==> src/tag_cfg_pkg.sv <==
// shared constants and carrier types for the tag configuration bank
package tag_cfg_pkg;
    localparam logic [11:0] protect_map_addr = 12'h800;
    localparam logic [11:0] config_byte_addr = 12'h910;
    localparam logic [11:0] control_reg_addr = 12'h920;
    localparam int sector_count = 16;
    localparam int sector_addr_lsb = 7;
    localparam logic [15:0] protect_map_reset = 16'h0000;
    localparam logic [7:0] config_byte_delivery = 8'hf4;
    localparam int cfg_pin_mode_bit = 3;
    localparam int cfg_harvest_default_off_bit = 2;
    localparam int cfg_sink_level_hi_bit = 1;
    localparam int cfg_sink_level_lo_bit = 0;
    localparam int ctl_write_done_bit = 7;
    localparam int ctl_field_present_bit = 1;
    localparam int ctl_harvest_enable_bit = 0;
    localparam logic [7:0] ctl_writable_mask = 8'h01;

    typedef enum logic [2:0] {
        rf_cmd_none,
        rf_read_config_cmd,
        rf_write_harvest_cfg_cmd,
        rf_write_pin_cfg_cmd,
        rf_read_control_cmd,
        rf_set_harvest_enable_cmd
    } rf_cmd_t;

    typedef enum logic [1:0] {
        act_idle,
        act_frame,
        act_exec,
        act_write
    } act_state_t;

    // serial-bus byte access from the protocol engine
    typedef struct packed {
        logic rd;
        logic wr;
        logic chip_enable_select_bit;
        logic [11:0] addr;
        logic [7:0] wdata;
    } ser_req_t;

    // rf command event from the rf front end
    typedef struct packed {
        logic valid;
        rf_cmd_t cmd;
        logic [7:0] wdata;
    } rf_req_t;
endpackage

==> src/nv_byte_store.sv <==
// small non-volatile byte store holding protect map and configuration byte
`timescale 1ns/1ps
module nv_byte_store #(
    parameter int depth = 3,
    parameter logic [7:0] init_val [3] = '{8'h00, 8'h00, 8'hf4}
) (
    // clock and reset
    input wire logic clk_sys,
    input wire logic rst_sync_b,
    // write port
    input wire logic wr_en,
    input wire logic [1:0] wr_idx,
    input wire logic [7:0] wr_data,
    // registered contents
    output logic [7:0] mem_q [depth]
);
    // reset value stands for the contents kept across power cycles
    always_ff @(posedge clk_sys or negedge rst_sync_b) begin
        if (!rst_sync_b) begin
            for (int i = 0; i < depth; i++) begin
                mem_q[i] <= init_val[i];
            end
        end else if (wr_en && int'(wr_idx) < depth) begin
            mem_q[wr_idx] <= wr_data;
        end
    end
endmodule // nv_byte_store

==> src/write_cycle_timer.sv <==
// counts the internal write time and reports completion
`timescale 1ns/1ps
module write_cycle_timer #(
    parameter int write_cycles = 8
) (
    // clock and reset
    input wire logic clk_sys,
    input wire logic rst_sync_b,
    // control
    input wire logic start,
    input wire logic abort,
    // status
    output logic busy,
    output logic done
);
    typedef struct packed {
        logic [15:0] cnt;
        logic busy;
        logic done;
    } tmr_state_t;

    tmr_state_t st_reg;
    tmr_state_t st_next;

    always_comb begin
        st_next = st_reg;
        st_next.done = 1'b0;
        if (start) begin
            st_next.busy = 1'b1;
            st_next.cnt = 16'(write_cycles);
        end else if (st_reg.busy && abort) begin
            st_next.busy = 1'b0;
        end else if (st_reg.busy) begin
            if (st_reg.cnt <= 16'h0001) begin
                st_next.busy = 1'b0;
                st_next.done = 1'b1;
            end else begin
                st_next.cnt = st_reg.cnt - 16'h0001;
            end
        end
    end

    always_ff @(posedge clk_sys or negedge rst_sync_b) begin
        if (!rst_sync_b) begin
            st_reg <= '0;
        end else begin
            st_reg <= st_next;
        end
    end

    assign busy = st_reg.busy;
    assign done = st_reg.done;
endmodule // write_cycle_timer

==> src/tag_sector_lock_and_config_regs.sv <==
// sector write-protect map, configuration byte and control register of the tag
`timescale 1ns/1ps
//
// Behaviour
// - sixteen protect bits, one per sector
// - protect map at 2048, chip enable select
// - map bit n governs sector n
// - map reads always; writes need password
// - protect map delivered as all zero
// - config byte at 2320, field layout
// - busy mode: low from sof to end
// - bad command: low only until crc
// - field loss releases activity output
// - busy mode: released during serial commands
// - write mode: low during rf write only
// - two bits select sink level
// - control reg at 2336, bits 7:1 read-only
// - harvest enable gates harvest output
// - write flag cleared at start, set done
// - power-up enable is inverse of default
// - field-present shows rf power sufficient
// - rf control read returns field as one
// - config byte serial access always allowed
// - control reg serial access always allowed
// - rf config read and partial writes
// - rf control read and enable write
// - protected sectors locked until password
module tag_sector_lock_and_config_regs #(
    parameter int sectors = tag_cfg_pkg::sector_count,
    parameter int write_cycles = 8
) (
    // clock and reset
    input wire logic clk_sys,
    input wire logic rst_b,
    // serial-bus byte access
    input wire tag_cfg_pkg::ser_req_t ser_req,
    input wire logic ser_busy,
    input wire logic password_ok,
    output logic [7:0] ser_rdata,
    output logic ser_write_refused,
    output logic user_write_en,
    // rf command side
    input wire tag_cfg_pkg::rf_req_t rf_req,
    input wire logic rf_sof,
    input wire logic rf_crc_rx,
    input wire logic rf_cmd_bad,
    input wire logic rf_exec_done,
    input wire logic rf_write_valid,
    input wire logic rf_reply_start,
    input wire logic field_present,
    output logic [7:0] rf_rdata,
    output logic rf_rdata_valid,
    // pins
    output logic rf_activity_output_o,
    output logic rf_activity_output_oe,
    output logic harvest_out_en,
    output logic [1:0] harvest_sink_level,
    output logic write_busy
);
    typedef struct packed {
        logic [1:0] rst_pipe;
    } sync_state_t;

    typedef struct packed {
        tag_cfg_pkg::act_state_t act;
        logic harvest_enable;
        logic write_done;
        logic boot_load;
        logic [7:0] rf_rdata;
        logic rf_rdata_valid;
        logic [7:0] ser_rdata;
        logic ser_write_refused;
        logic user_write_en;
    } core_state_t;

    sync_state_t sy_reg;
    logic rst_sync_b;
    core_state_t st_reg;
    core_state_t st_next;
    logic [7:0] nv_q [3];
    logic nv_wr;
    logic [1:0] nv_idx;
    logic [7:0] nv_data;
    logic [15:0] protect_map;
    logic [7:0] config_byte;
    logic [7:0] control_view;
    logic tmr_start;
    logic tmr_busy;
    logic tmr_done;
    logic sector_locked;
    logic ser_sys;

    // reset released through two flops
    always_ff @(posedge clk_sys or negedge rst_b) begin
        if (!rst_b) begin
            sy_reg <= '0;
        end else begin
            sy_reg.rst_pipe <= {sy_reg.rst_pipe[0], 1'b1};
        end
    end
    assign rst_sync_b = sy_reg.rst_pipe[1];

    // index 0/1: protect map low/high, index 2: configuration byte
    nv_byte_store #(
        .depth(3),
        .init_val('{tag_cfg_pkg::protect_map_reset[7:0], tag_cfg_pkg::protect_map_reset[15:8],
            tag_cfg_pkg::config_byte_delivery})
    ) u_store (
        .clk_sys(clk_sys),
        .rst_sync_b(rst_sync_b),
        .wr_en(nv_wr),
        .wr_idx(nv_idx),
        .wr_data(nv_data),
        .mem_q(nv_q)
    );

    write_cycle_timer #(
        .write_cycles(write_cycles)
    ) u_timer (
        .clk_sys(clk_sys),
        .rst_sync_b(rst_sync_b),
        .start(tmr_start),
        .abort(1'b0),
        .busy(tmr_busy),
        .done(tmr_done)
    );

    assign protect_map = {nv_q[1], nv_q[0]};
    assign config_byte = nv_q[2];

    // system area only answers with chip enable select at one
    assign ser_sys = ser_req.chip_enable_select_bit;

    // sector n sits in the n-th 128-byte slice of user memory
    assign sector_locked = protect_map[ser_req.addr[10:tag_cfg_pkg::sector_addr_lsb]] &&
        !password_ok;

    always_comb begin
        control_view = 8'h00;
        control_view[tag_cfg_pkg::ctl_write_done_bit] = st_reg.write_done;
        control_view[tag_cfg_pkg::ctl_field_present_bit] = field_present;
        control_view[tag_cfg_pkg::ctl_harvest_enable_bit] = st_reg.harvest_enable;
    end

    always_comb begin
        st_next = st_reg;
        nv_wr = 1'b0;
        nv_idx = 2'd0;
        nv_data = 8'h00;
        tmr_start = 1'b0;
        st_next.rf_rdata_valid = 1'b0;
        st_next.ser_write_refused = 1'b0;
        st_next.user_write_en = 1'b0;
        st_next.boot_load = 1'b0;
        if (st_reg.boot_load) begin
            st_next.harvest_enable =
                !config_byte[tag_cfg_pkg::cfg_harvest_default_off_bit];
        end
        if (ser_req.wr) begin
            st_next.write_done = 1'b0;
        end
        // completion in the same cycle as a new write start still reports done
        if (tmr_done) begin
            st_next.write_done = 1'b1;
        end
        // serial reads always permitted
        if (ser_req.rd) begin
            st_next.ser_rdata = 8'h00;
            if (ser_sys) begin
                case (ser_req.addr)
                    tag_cfg_pkg::protect_map_addr: st_next.ser_rdata = nv_q[0];
                    tag_cfg_pkg::protect_map_addr + 12'h001: st_next.ser_rdata = nv_q[1];
                    tag_cfg_pkg::config_byte_addr: st_next.ser_rdata = config_byte;
                    tag_cfg_pkg::control_reg_addr: st_next.ser_rdata = control_view;
                    default: st_next.ser_rdata = 8'h00;
                endcase
            end
        end
        if (ser_req.wr) begin
            tmr_start = 1'b1;
            if (ser_sys) begin
                case (ser_req.addr)
                    tag_cfg_pkg::protect_map_addr,
                    tag_cfg_pkg::protect_map_addr + 12'h001: begin
                        if (password_ok) begin
                            nv_wr = 1'b1;
                            nv_idx = {1'b0, ser_req.addr[0]};
                            nv_data = ser_req.wdata;
                        end else begin
                            st_next.ser_write_refused = 1'b1;
                        end
                    end
                    tag_cfg_pkg::config_byte_addr: begin
                        nv_wr = 1'b1;
                        nv_idx = 2'd2;
                        nv_data = ser_req.wdata;
                    end
                    tag_cfg_pkg::control_reg_addr: begin
                        st_next.harvest_enable =
                            ser_req.wdata[tag_cfg_pkg::ctl_harvest_enable_bit];
                    end
                    default: st_next.ser_write_refused = 1'b1;
                endcase
            end else if (sector_locked) begin
                st_next.ser_write_refused = 1'b1;
            end else begin
                st_next.user_write_en = 1'b1;
            end
        end else if (rf_req.valid) begin
            // rf commands only land when no serial write is presented in the same cycle
            case (rf_req.cmd)
                tag_cfg_pkg::rf_read_config_cmd: begin
                    st_next.rf_rdata = config_byte;
                    st_next.rf_rdata_valid = 1'b1;
                end
                tag_cfg_pkg::rf_write_harvest_cfg_cmd: begin
                    nv_wr = 1'b1;
                    nv_idx = 2'd2;
                    nv_data = config_byte;
                    nv_data[2:0] = rf_req.wdata[2:0];
                end
                tag_cfg_pkg::rf_write_pin_cfg_cmd: begin
                    nv_wr = 1'b1;
                    nv_idx = 2'd2;
                    nv_data = config_byte;
                    nv_data[tag_cfg_pkg::cfg_pin_mode_bit] =
                        rf_req.wdata[tag_cfg_pkg::cfg_pin_mode_bit];
                end
                tag_cfg_pkg::rf_read_control_cmd: begin
                    st_next.rf_rdata = control_view;
                    st_next.rf_rdata[tag_cfg_pkg::ctl_write_done_bit] = 1'b0;
                    st_next.rf_rdata[tag_cfg_pkg::ctl_field_present_bit] = 1'b1;
                    st_next.rf_rdata_valid = 1'b1;
                end
                tag_cfg_pkg::rf_set_harvest_enable_cmd: begin
                    st_next.harvest_enable =
                        rf_req.wdata[tag_cfg_pkg::ctl_harvest_enable_bit];
                end
                default: ;
            endcase
        end
        // activity output sequencing
        case (st_reg.act)
            tag_cfg_pkg::act_idle: begin
                if (!config_byte[tag_cfg_pkg::cfg_pin_mode_bit]) begin
                    if (rf_sof && field_present) begin
                        st_next.act = tag_cfg_pkg::act_frame;
                    end
                end else if (rf_write_valid && field_present) begin
                    st_next.act = tag_cfg_pkg::act_write;
                end
            end
            tag_cfg_pkg::act_frame: begin
                if (rf_crc_rx) begin
                    st_next.act = rf_cmd_bad ? tag_cfg_pkg::act_idle :
                        tag_cfg_pkg::act_exec;
                end
            end
            tag_cfg_pkg::act_exec: begin
                if (rf_exec_done) begin
                    st_next.act = tag_cfg_pkg::act_idle;
                end
            end
            tag_cfg_pkg::act_write: begin
                if (rf_reply_start) begin
                    st_next.act = tag_cfg_pkg::act_idle;
                end
            end
            default: st_next.act = tag_cfg_pkg::act_idle;
        endcase
        if (!field_present) begin
            st_next.act = tag_cfg_pkg::act_idle;
        end
    end

    always_ff @(posedge clk_sys or negedge rst_sync_b) begin
        if (!rst_sync_b) begin
            st_reg <= '0;
            st_reg.boot_load <= 1'b1;
        end else begin
            st_reg <= st_next;
        end
    end

    // field loss also releases the pin combinationally, without waiting a clock
    always_comb begin
        rf_activity_output_o = 1'b0;
        rf_activity_output_oe = 1'b0;
        if (field_present && st_reg.act != tag_cfg_pkg::act_idle) begin
            // serial activity keeps the pin released in both modes
            rf_activity_output_oe = !ser_busy;
        end
    end

    assign harvest_out_en = st_reg.harvest_enable;
    assign harvest_sink_level = {config_byte[tag_cfg_pkg::cfg_sink_level_hi_bit],
        config_byte[tag_cfg_pkg::cfg_sink_level_lo_bit]};
    assign write_busy = tmr_busy;
    assign ser_rdata = st_reg.ser_rdata;
    assign ser_write_refused = st_reg.ser_write_refused;
    assign user_write_en = st_reg.user_write_en;
    assign rf_rdata = st_reg.rf_rdata;
    assign rf_rdata_valid = st_reg.rf_rdata_valid;
endmodule // tag_sector_lock_and_config_regs

==> config.mk <==
export PLATFORM = sky130hd
export DESIGN_NAME = tag_sector_lock_and_config_regs
export DESIGN_NICKNAME = d
export VERILOG_FILES = /design/src/tag_cfg_pkg.sv /design/src/nv_byte_store.sv /design/src/write_cycle_timer.sv /design/src/tag_sector_lock_and_config_regs.sv
export SDC_FILE = /design/constraint.sdc
export NUM_CORES = 1
export LEC_CHECK = 0
export ABC_CLOCK_PERIOD_IN_PS = 2800
export BUFFER_PORTS_ARGS = -buffer_cell sky130_fd_sc_hd__buf_2
export CAP_MARGIN = 20
export CORE_ASPECT_RATIO = 0.8
export CORE_UTILIZATION = 50
export DETAILED_ROUTE_END_ITERATION = 12
export MAX_ROUTING_LAYER = met4
export PLACE_DENSITY = 0.78
export SYNTH_ARGS = -nofsm -noshare
export SYNTH_HDL_FRONTEND = slang
export SYNTH_HIERARCHICAL = 1
export SYNTH_SLANG_ARGS = --single-unit
==> constraint.sdc <==
create_clock -name clk_sys -period 2.8 [get_ports clk_sys]
set_clock_uncertainty 0.1 [all_clocks]
set_input_delay 0.14 -clock clk_sys [delete_from_list [all_inputs] [get_ports clk_sys]]
set_output_delay 0.14 -clock clk_sys [all_outputs]
set_load 0.02 [all_outputs]
Word-level counts from Yosys, hierarchy flattened
Index checks and enable logic that the tools add are counted.

word-level totals
  logic and storage cells = 121
  bits of input ports = 46
  output and inout bits = 25
  flip-flop bits (word level) = 68

cells by class
  equality and inequality tests = 18
  bitwise operators = 2
  reduce and logical (&&, ||, !) cells = 20
  add/subtract/negate cells = 1
  magnitude comparators = 5
  muxes and demuxes = 59

operator list
  operator                                                                 count
  12-bit equality test (second input constant)                             4
  8-bit two-way mux                                                        6
  8-bit case mux with 2 select lines                                       2
  8-bit case mux with 4 select lines                                       1
  2-bit two-way mux                                                        14
  1-bit two-way mux                                                        25
  24-bit bitwise mux                                                       1
  18-bit two-way mux                                                       1
  9-bit case mux with 2 select lines                                       1
  17-bit two-way mux                                                       1
  8-bit demux with 2-bit select                                            1
  16-bit by 1-bit <= comparator with 1-bit output (second input constant)  1
  16-bit two-way mux                                                       1
  16-bit by 1-bit subtractor with 16-bit output (second input constant)    1
  3-bit != test (second input constant)                                    3
  2-bit case mux with 4 select lines                                       1
  2-bit nonzero test                                                       4
  3-bit by 2-bit equality test with 1-bit output (second input constant)   2
  3-bit equality test (second input constant)                              2
  1-bit logical AND                                                        6
  2-bit OR reduction                                                       3
  4-bit by 5-bit < comparator with 1-bit output (second input constant)    1
  5-bit AND reduction                                                      1
  1-bit binary-select mux with 4-bit select                                1
  17 further kinds                                                         21

Depth between registers and ports, before layout
Gate-level depths: netlist (run 1).

  depth after elaboration = 11
  mapped depth = 9
  mapped depth without buffers = 7

Hierarchy
The synthesis (run 1) kept the hierarchy.

by module, submodules not included
  module                           cells each  seq. area each (µm²)  area an instance (µm²)  times used
  tag_sector_lock_and_config_regs  191         651.9                 1866.8                  1
  write_cycle_timer                107         450.4                 1069.8                  1
  nv_byte_store                    51          606.8                 918.4                   1

Worst setup path after synthesis (run 1)
No wires, ideal clock.

  path kind = in2reg
  from = input port ser_req[9] in the netlist's numbering
  to = register u_store/mem_q[16] in the netlist's numbering
  library setup time = 125 ps
  arrival time = 2315 ps
  slack = 261 ps
  path buffers = 0
  required time = 2575 ps
  stages = 7
  path through = or4_4 > nor3_1 > nand2_1 > o21ai_1 > nand2b_1 > nor3b_4 > mux2_2

on the way
  longest elaborated chain between the ends = 11
  elaborated cells between the ends (all ways) = 22
  those cells by class = 3 x order compare; 3 x eq/ne; 12 x mux; 1 x bitwise; 3 x reduce/logical

ends and longest elaborated chain
  item                                                                                                                      line                                    text
  start, declared                                                                                                           tag_sector_lock_and_config_regs.sv:36   input wire tag_cfg_pkg::ser_req_t ser_req,
  12-bit equality test                                                                                                      tag_sector_lock_and_config_regs.sv:182  case (ser_req.addr)
  2-bit OR reduction                                                                                                        tag_sector_lock_and_config_regs.sv:182
  2-bit case mux with 2 select lines *                                                                                      tag_sector_lock_and_config_regs.sv:182
  2-bit two-way mux *                                                                                                       tag_sector_lock_and_config_regs.sv:181  if (ser_sys) begin
  2-bit two-way mux *                                                                                                       tag_sector_lock_and_config_regs.sv:179  if (ser_req.wr) begin
  net nv_idx[1]                                                                                                             tag_sector_lock_and_config_regs.sv:82   logic [1:0] nv_idx;
  2-bit inverter with 3-bit output (implied by the code)                                                                    nv_byte_store.sv:24                     mem_q[wr_idx] <= wr_data;
  3-bit greater-or-equal comparator (implied by the code) or 3-bit by 1-bit < comparator with 1-bit output (tied branches)  nv_byte_store.sv:24
  1-bit logical AND (implied by the code)                                                                                   nv_byte_store.sv:24
  8-bit two-way mux (implied by the code)                                                                                   nv_byte_store.sv:24
  8-bit demux with 2-bit select                                                                                             nv_byte_store.sv:24
  24-bit bitwise mux                                                                                                        nv_byte_store.sv:24
  end signal, assigned by index                                                                                             nv_byte_store.sv:21                     mem_q[i] <= init_val[i];
  end signal, assigned by index                                                                                             nv_byte_store.sv:24
  end, declared                                                                                                             nv_byte_store.sv:15                     output logic [7:0] mem_q [depth]

Mark *: on every way through the listed nets, which the timed path passes. The rest lies on a longest branch.
A chain may end at the register's enable or synchronous reset.

Worst setup path after layout (run 1)
  from = register u_timer/st_reg[4] in the netlist's numbering
  to = register u_timer/st_reg[3] in the netlist's numbering

on the way
  longest elaborated chain between the ends = 3

ends and longest elaborated chain
  item                                             line                     text
  start, declared                                  write_cycle_timer.sv:22  tmr_state_t st_reg;
  start signal, assigned                           write_cycle_timer.sv:47  st_reg <= st_next;
  16-bit by 1-bit <= comparator with 1-bit output  write_cycle_timer.sv:34  if (st_reg.cnt <= 16'h0001) begin
  2-bit != test (no line)                          --
  2-bit AND reduction (no line)                    --

Every way passes these cells.

==> results of run 1 <==
==> worst paths after layout <==
check	to	slack, ns	depth (start not counted)
setup / recovery	u_timer/st_reg[3]	0.36	4
hold / removal	sy_reg[1]	0.006	2
setup reg to reg	u_timer/st_reg[3]	0.36	4
hold reg to reg	rf_rdata[0]	0.25	0
max in group asynchronous	st_reg[19]	1.63	1
min in group clk_sys	st_reg[23]	0.01	3
==> power by group <==
group / internal (mW) / total, mW / leakage (nW) / switching [mW]
Combinational: 0.140 / 0.335 / 1.11 / 0.196
Sequential: 1.02 / 1.06 / 0.903 / 0.0459
Clock: 0.433 / 0.815 / 0.0983 / 0.381
Total: 1.59 / 2.21 / 2.12 / 0.623
==> cell usage after synthesis, drive strengths merged, types with 7 or more instances <==
library cell  count  area (µm²)
buf              20         149
dfrtp            62        1550
mux2             32         372
a22o             15         131
nor2b            11        68.8
inv              11        41.3
a21oi            16        91.3
nor3              8        62.6
mux2i            17         170
nand2            17        66.3
o21ai            15        75.1
nor2             25        96.4
o2bb2ai           9        78.8
or4               7        62.6
==> layout make-up <==
type	instances	share of cell area
well taps	105	0.0295
flip-flops and latches	68	0.384
multi-input cells	247	0.436
inverters	12	0.0101
repair buffers	76	0.0954
clock buffers	10	0.0309
clock inverters	6	0.0143
==> logic make-up after synthesis <==
family / Yosys count / synth area share
adder cells (fa/ha/maj): 2 / 0.00649
multiplexers: 51 / 0.152
other: 2 / 0.00195
AND/OR/NAND/NOR: 107 / 0.181
XOR/XNOR: 1 / 0.00227
AO/OA/AOI/OAI: 80 / 0.156
buffers and inverters: 38 / 0.0561
flip-flops: 68 / 0.443
==> stage by stage <==
step	worst slack, ns	util	area (µm²)	cells	hold slack, ns
final	0.358	0.600	4460	524	0.00593
after global placement	0.182	0.570	4240	506	-0.171
after floorplan	0.261	-	3870	353	-0.256
after global routing	0.219	0.600	4460	524	0.0107
after detailed placement	0.165	0.570	4240	506	-0.172
after CTS	0.372	0.600	4460	524	0.00201
==> worst reg2reg max path, stage by stage (launching register included) <==
cell	delay, ns
dfrtp_1	0.43
or4_1	0.63
nor4b_4	0.61
a21oi_1	0.23
mux2_2	0.31
==> cell usage in the layout (no fill, tap or decap), drive strengths merged, types with 7 or more instances in the layout <==
master	n
nor2	25
nand2	17
mux2i	17
o2bb2ai	9
inv	11
dfrtp	62
or4	7
nor2b	11
mux2	32
o21ai	15
buf	74
clkbuf	10
a22o	15
nor3	8
a21oi	16
==> layer usage <==
layer,share of wire,track usage,up-vias
met3,0.077,0.0574,14
met2,0.44,0.353,131
met4,0.012,0.0812,0
met1,0.47,0.327,1474
met5,0,-,-
li1,-,-,1412
==> flow_metrics.tcl, run 1 <==
set metrics [dict create \
    ios 71 \
    clk_pin_slew_ns 0.07 \
    hpwl_mm 6.64 \
    synth_ff_type "dfrtp_1" \
    max_freq_mhz 410 \
    detail-route-antenna-nets 0 \
    p_per_area_mw_per_mm2 497 \
    drv_slew 0 \
    max_slew_margin 0.489 \
    crit_buf_inv 0 \
    nNetsFinal 462 \
    setup.worst_path.start_class "flop" \
    drc 0 \
    rsz0062_at_grt "no" \
    die_h_um 80.5 \
    crit_family "simple AND/OR/NAND/NOR gates" \
    drt_first_pass_iters 5 \
    critPathCaptureType "flop" \
    fin_crit_ns 2.44 \
    yosysWarnings 6 \
    place.gp.congestion 0.848 \
    cp_slowest_cell "or4_1" \
    grt_pass1_wl_mm 14.1 \
    numCtsBuffers 9 \
    max_stage_delay_ns 0.63 \
    grt_pass1_vias 2767 \
    cts.sinks 68 \
    gr-usage-all-layers 0.240 \
    fp.coreArea_mm2 0.00743 \
    area_growth_syn_to_layout_pct 15.6 \
    postCtsSetupRepairBufs 0 \
    synth_seq_cells 68 \
    synth_cell_types 71 \
    criticalPathCategory "reg2reg" \
    p_leak_nw 2.12 \
    multiInputGateArea_mm2 0.00194 \
    cts.hold.buffers_added 2 \
    worstPathCellList "or4_1, nor4b_4, a21oi_1, mux2_2" \
    h-tree-depth 3 \
    finalSetupViolCount 0 \
    n_fill_cell 646 \
    cp.required_ns 2.93 \
    drt_iter0_drc 161 \
    viasPerCell 5.78 \
    hold_viol_final 0 \
    largest_register_ffs 24 \
    startpoint "u_timer/st_reg[4]" \
    syn_area_mm2 0.00385 \
    finalCritPeriodShare 0.872 \
    num_rows 28 \
    ys_seq_area_frac 0.443 \
    globalRoute.totalOverflow 0 \
    netlist_instances 349 \
    die_w_um 100 \
    synth_edf_count 0 \
    clk_path_buf_depth 2 \
    clk_root_buffer_cell "clkbuf_8" \
    cts_tree "built" \
    start_util 0.519 \
    critPathArrivalTime_ns 2.57 \
    cp_max_fo 10 \
    die-area_mm2 0.00807 \
    drt_wl_total_mm 8.90 \
    async_reset_ff_frac 1.00 \
    hold_path.class "in2async" \
    vias 3031 \
    postSynthAreaPerCell_um2 11.0 \
    timing.rr.start "u_timer/st_reg[4]" \
    antenna_found_initial 0 \
    vdd_ir_drop_max_mv 0.255 \
    outcome "finished, final reports clean" \
    cap_violations 0 \
    detail_route.wl_per_cell_um 17.0 \
    seqCellArea_mm2 0.00171 \
    antenna_cells 0 \
    clkLatencyLatePin_ns 0.34 \
    tns_ns 0 \
    worst_slew_pin_slew_ns 0.767 \
    grt_max_degree 36 \
    place.port_buffers 65 \
    total_power_mw 2.21 \
    ctsResizeCount 0 \
    drive_gt1_frac 0.372 \
]
(Power assumes the default switching activity.)
==> inputs of run 2 (changes only) <==
--- a/config.mk
+++ b/config.mk
@@ -5,14 +5,14 @@
 export SDC_FILE = /design/constraint.sdc
 export NUM_CORES = 1
 export LEC_CHECK = 0
-export ABC_CLOCK_PERIOD_IN_PS = 2800
+export ABC_CLOCK_PERIOD_IN_PS = 2300
 export BUFFER_PORTS_ARGS = -buffer_cell sky130_fd_sc_hd__buf_2
 export CAP_MARGIN = 20
 export CORE_ASPECT_RATIO = 0.8
 export CORE_UTILIZATION = 50
 export DETAILED_ROUTE_END_ITERATION = 12
 export MAX_ROUTING_LAYER = met4
-export PLACE_DENSITY = 0.78
+export PLACE_DENSITY = 0.72
 export SYNTH_ARGS = -nofsm -noshare
 export SYNTH_HDL_FRONTEND = slang
 export SYNTH_HIERARCHICAL = 1
==> constraint.sdc (replaced) <==
create_clock -name clk_sys -period 2.3 [get_ports clk_sys]
set_clock_uncertainty 0.1 [all_clocks]
set_input_delay 0.115 -clock clk_sys [delete_from_list [all_inputs] [get_ports clk_sys]]
set_output_delay 0.115 -clock clk_sys [all_outputs]
set_load 0.02 [all_outputs]
==> run 2 against run 1 <==
Against the previous run: sequential power increased by 23%; cell count increased by 3.4%; wire length increased by 2.6%; largest cell class unchanged; clock power increased by 35%; maximum frequency increased by 11%; clock-buffer cell count increased by 1.
==> flow_metrics.tcl, run 2 (synthesis results as in run 1) <==
set metrics [dict create \
    start_util 0.519 \
    detail-route-antenna-nets 0 \
    pre_cts_slack_ns -0.110 \
    fin_util 0.628 \
    p_leak_nw 2.22 \
    antenna_cells 0 \
    grt_pass1_vias 2944 \
    pwr-share-seq 0.455 \
    drive_gt1_frac 0.396 \
    clk_path_buf_depth 2 \
    finalSetupViolCount 0 \
    finalCritPeriodShare 0.953 \
    layout_commonest_cell "buf_2" \
    drt_wl_total_mm 9.13 \
    final_cell_mix "buf_2, dfrtp_1, mux2_2" \
    drt_iter0_drc 101 \
    cp_slowest_cell "or4_2" \
    clk_pin_slew_ns 0.07 \
    worstPathCellList "inv_1, ha_1, nor2_1, nor4b_4, buf_4, or4_2, a21oi_1" \
    drv_slew 0 \
    hold_viol_final 0 \
    die_w_um 100 \
    cap_violations 0 \
    criticalPathCategory "reg2reg" \
    cts_tree "built" \
    grt_pass1_wl_mm 14.8 \
    n_fill_cell 605 \
    max_freq_mhz 456 \
    fin_crit_ns 2.19 \
    area_growth_syn_to_layout_pct 21.0 \
    clkPwrFrac 0.388 \
    grt_max_degree 34 \
    clk_root_buffer_cell "clkbuf_8" \
    hold_path.class "in2reg" \
    clkLatencyLatePin_ns 0.34 \
    cts.sinks 68 \
    numCtsBuffers 9 \
    h-tree-depth 3 \
    largest_register_ffs 24 \
    worst_slack_ns 0.107 \
    detail_route.wl_per_cell_um 16.8 \
    cp.required_ns 2.47 \
    fp.coreArea_mm2 0.00743 \
    final_cell_count_no_fill 542 \
    swShare 0.267 \
    hpwl_mm 6.84 \
    globalRoute.totalOverflow 0 \
    vdd_ir_drop_max_mv 0.273 \
    worst_slew_pin_slew_ns 0.583 \
    critPathCaptureType "flop" \
    critPathArrivalTime_ns 2.37 \
    max_slew_margin 0.610 \
    drc 0 \
    place.gp.congestion 0.884 \
    p_comb_frac 0.157 \
    die-area_mm2 0.00807 \
    die_h_um 80.5 \
    nNetsFinal 480 \
    rsz0062_at_grt "no" \
    p_int_mw 2.08 \
    drt_first_pass_iters 4 \
    vias 3033 \
    num_rows 28 \
    viasPerCell 5.60 \
    p_per_area_mw_per_mm2 610 \
    gr-usage-all-layers 0.251 \
    antenna_found_initial 0 \
    place.port_buffers 65 \
    outcome "finished, final reports clean" \
    max_stage_delay_ns 0.60 \
    ios 71 \
    dp_cells 521 \
    p_sw_mw 0.761 \
    cp_max_fo 8 \
    setup.worst_path.start_class "flop" \
    fin_hold_ws_ns 0.0334 \
]
[run 2: cell count changes in the layout (fill, tap and decap cells not counted), sizes merged]
cell | previous run | this run
clkinv | 4 | 1
dlygate4sd3 | 2 | 5
bufinv | 1 | 2
buf | 74 | 89
clkbuf | 10 | 11
inv | 11 | 12
[run 2: cell type report]
| cell class | instances | area [µm²] | area share |
|---|---|---|---|
| timing repair buffer | 94 | 593 | 0.127 |
| tap | 105 | 131 | 0.0282 |
| clock buffer | 11 | 141 | 0.0303 |
| multi-input combinational | 247 | 1960 | 0.420 |
| inverter | 12 | 45.0 | 0.00965 |
| clock inverter | 5 | 83.8 | 0.0180 |
| sequential | 68 | 1710 | 0.367 |
[run 2: metal layers]
metal,GRT usage,part of all wire,up-vias
met2,0.359,0.44,89
met3,0.0644,0.055,12
li1,-,-,1455
met4,0.0899,0.014,0
met1,0.345,0.49,1477
met5,-,0,-
[run 2: final timing paths]
kind	start	endpoint	slack (ns)	depth (start not counted)
setup reg to reg	u_timer/st_reg[2]	u_timer/st_reg[13]	0.11	7
hold reg to reg	sy_reg[1]	control_view[7]	0.16	0
hold / removal	rf_req[8]	rf_rdata[1]	0.03	2
min in group asynchronous	sy_reg[1]	control_view[7]	0.16	0
setup / recovery	u_timer/st_reg[2]	u_timer/st_reg[13]	0.11	7
max in group asynchronous	sy_reg[1]	u_store/mem_q[22]	1.37	1
[run 2: timing repair]
action                    4_1_cts  5_1_grt
setup buffers                   0        0
hold endpoints to repair        5        0
hold buffers                    5        0
resized for setup               0        0
[run 2: critical path: cells and delay by family (launching register included)]
family / cells / cell delay, ns
and+or+nand+nor: 3 / 1.00
buffers and inverters: 2 / 0.25
AOI/OAI and AO/OA: 1 / 0.16
DFF: 1 / 0.40
adders and majority gates: 1 / 0.21
[run 2: stage by stage]
stage / power, mW / area, µm² / setup TNS, ns
after floorplan: 1.60 / 3890 / -1.20
after global placement: 1.74 / 4390 / -1.49
after detailed placement: 1.75 / 4390 / -2.01
after CTS: 2.87 / 4670 / 0
after global routing: 2.98 / 4670 / 0
final: 2.84 / 4670 / 0
[run 2: power groups by stage]
stage	clock, mW	sequential, mW	combinational [mW]
finish	1.10	1.30	0.447
global placement	0	1.31	0.427
global route	1.18	1.30	0.492
CTS	1.13	1.29	0.446
floorplan	0	1.32	0.279
detailed placement	0	1.32	0.437
==> inputs of run 3 (changes only) <==
--- a/config.mk
+++ b/config.mk
@@ -12,7 +12,7 @@
 export CORE_UTILIZATION = 50
 export DETAILED_ROUTE_END_ITERATION = 12
 export MAX_ROUTING_LAYER = met4
-export PLACE_DENSITY = 0.72
+export PLACE_DENSITY = 0.73
 export SYNTH_ARGS = -nofsm -noshare
 export SYNTH_HDL_FRONTEND = slang
 export SYNTH_HIERARCHICAL = 1
==> run 3 against run 2 <==
Against the previous run: global-route usage is 0.14 points higher; setup slack better by 0.0082 ns; largest cell class unchanged; wire length grew 0.53%; clock power is 18% lower; cell count increased by 0.92%; sequential cell count unchanged.
==> flow_metrics.tcl, run 3 (synthesis results as in run 1) <==
set metrics [dict create \
    outcome "finished, final reports clean" \
    grt_pass1_vias 2935 \
    p_leak_nw 2.23 \
    worst_slew_pin_slew_ns 0.606 \
    pre_cts_slack_ns -0.108 \
    ios 71 \
    final_cell_mix "buf_2, dfrtp_1, mux2_2" \
    cp.required_ns 2.43 \
    drv_slew 0 \
    die_h_um 80.5 \
    cap_violations 0 \
    place.port_buffers 65 \
    worstPathCellList "or4_4, nor4b_4, buf_4, a21oi_2, mux2_4" \
    hold_viol_final 0 \
    timing.rr.start "u_timer/st_reg[13]" \
    drc 0 \
    max_stage_delay_ns 0.59 \
    n_fill_cell 644 \
    nNetsFinal 485 \
    drt_iter0_drc 213 \
    layout_commonest_cell "buf_2" \
    detail_route.wl_per_cell_um 16.8 \
    vdd_ir_drop_max_mv 0.387 \
    ff2ff_setup_slack_ns 0.12 \
    criticalPathCategory "reg2reg" \
    cp_max_fo 6 \
    clk_pin_slew_ns 0.08 \
    crit_buf_inv 1 \
    worst_slack_ns 0.116 \
    clkLatencyLatePin_ns 0.35 \
    final_cell_count_no_fill 547 \
    max_slew_margin 0.595 \
    globalRoute.totalOverflow 0 \
    numCtsBuffers 9 \
    critPathArrivalTime_ns 2.31 \
    viasPerCell 5.74 \
    gr-usage-all-layers 0.252 \
    drt_first_pass_iters 5 \
    crit_family "simple AND/OR/NAND/NOR gates" \
    detail-route-antenna-nets 0 \
    finalSetupViolCount 0 \
    drive_gt1_frac 0.403 \
    grt_pass1_wl_mm 14.8 \
    die-area_mm2 0.00807 \
    worstHoldStart "ser_req[22]" \
    area_growth_syn_to_layout_pct 20.5 \
    setup.worst_path.start_class "flop" \
    fin_util 0.625 \
    vias 3140 \
    num_rows 28 \
    hold_path.class "in2reg" \
    drt_wl_total_mm 9.18 \
    startpoint "u_timer/st_reg[13]" \
    fin_hold_ws_ns 0.0200 \
    ctsResizeCount 0 \
    clk_path_buf_depth 2 \
    start_util 0.519 \
    fp.coreArea_mm2 0.00743 \
    largest_register_ffs 24 \
    clk_root_buffer_cell "clkbuf_8" \
    max_freq_mhz 458 \
    p_per_area_mw_per_mm2 575 \
    cp_slowest_cell "or4_4" \
    rsz0062_at_grt "no" \
    cts_tree "built" \
    h-tree-depth 3 \
    cts.sinks 68 \
    dp_cells 526 \
    antenna_cells 0 \
    fin_crit_ns 2.18 \
    antenna_found_initial 0 \
    hpwl_mm 6.82 \
    place.gp.congestion 0.890 \
    critPathCaptureType "flop" \
    finalCritPeriodShare 0.950 \
    die_w_um 100 \
    grt_max_degree 47 \
]
==> run 3: cell type report <==
type	instances	area (µm²)	area share
multi-input combinational	247	1960	0.422
clock inverter	4	23.8	0.00512
inverter	12	45.0	0.00970
timing repair buffer	99	618	0.133
clock buffer	12	155	0.0334
tap	105	131	0.0283
sequential	68	1710	0.368
==> run 3: final timing paths <==
check | to | cells after the start
setup / recovery | u_timer/st_reg[8] | 5
hold / removal | ser_rdata[7] | 3
setup reg to reg | u_timer/st_reg[8] | 5
hold reg to reg | control_view[7] | 0
max in group asynchronous | u_store/mem_q[2] | 1
min in group asynchronous | control_view[7] | 0
==> run 3: routing by layer <==
metal  vias to the layer above  GRT usage  part of all wire
met4                         0      0.100             0.016
met1                      1521      0.348              0.47
met5                         -          -                 0
met2                       143      0.358              0.44
met3                        10     0.0609             0.075
li1                       1466          -                 -
==> run 3: metrics by stage <==
step                      total power [mW]  area, µm²  TNS [ns]
after global routing                  2.81       4640         0
final                                 2.67       4640         0
after global placement                1.77       4420     -1.53
after floorplan                       1.60       3890     -1.20
after CTS                             2.70       4640         0
after detailed placement              1.79       4420     -1.87
==> run 3: repair_timing <==
action | in CTS | in global routing
buffers inserted | 0 | 0
endpoints found under the hold margin | 5 | 0
setup endpoints to repair | 0 | 1
hold buffers | 5 | 0
==> run 3: report_power, final <==
| group | switching [mW] | leakage (nW) | total (mW) | internal [mW] |
|---|---|---|---|---|
| clock network | 0.451 | 0.0961 | 0.898 | 0.447 |
| logic | 0.265 | 1.23 | 0.492 | 0.227 |
| registers | 0.0425 | 0.903 | 1.28 | 1.24 |
==> run 3: worst reg2reg max path, cell delays in order, from the launching register on <==
cell and delay (ns):
dfrtp_1 0.39, or4_4 0.59, nor4b_4 0.44, buf_4 0.20
a21oi_2 0.06, mux2_4 0.29
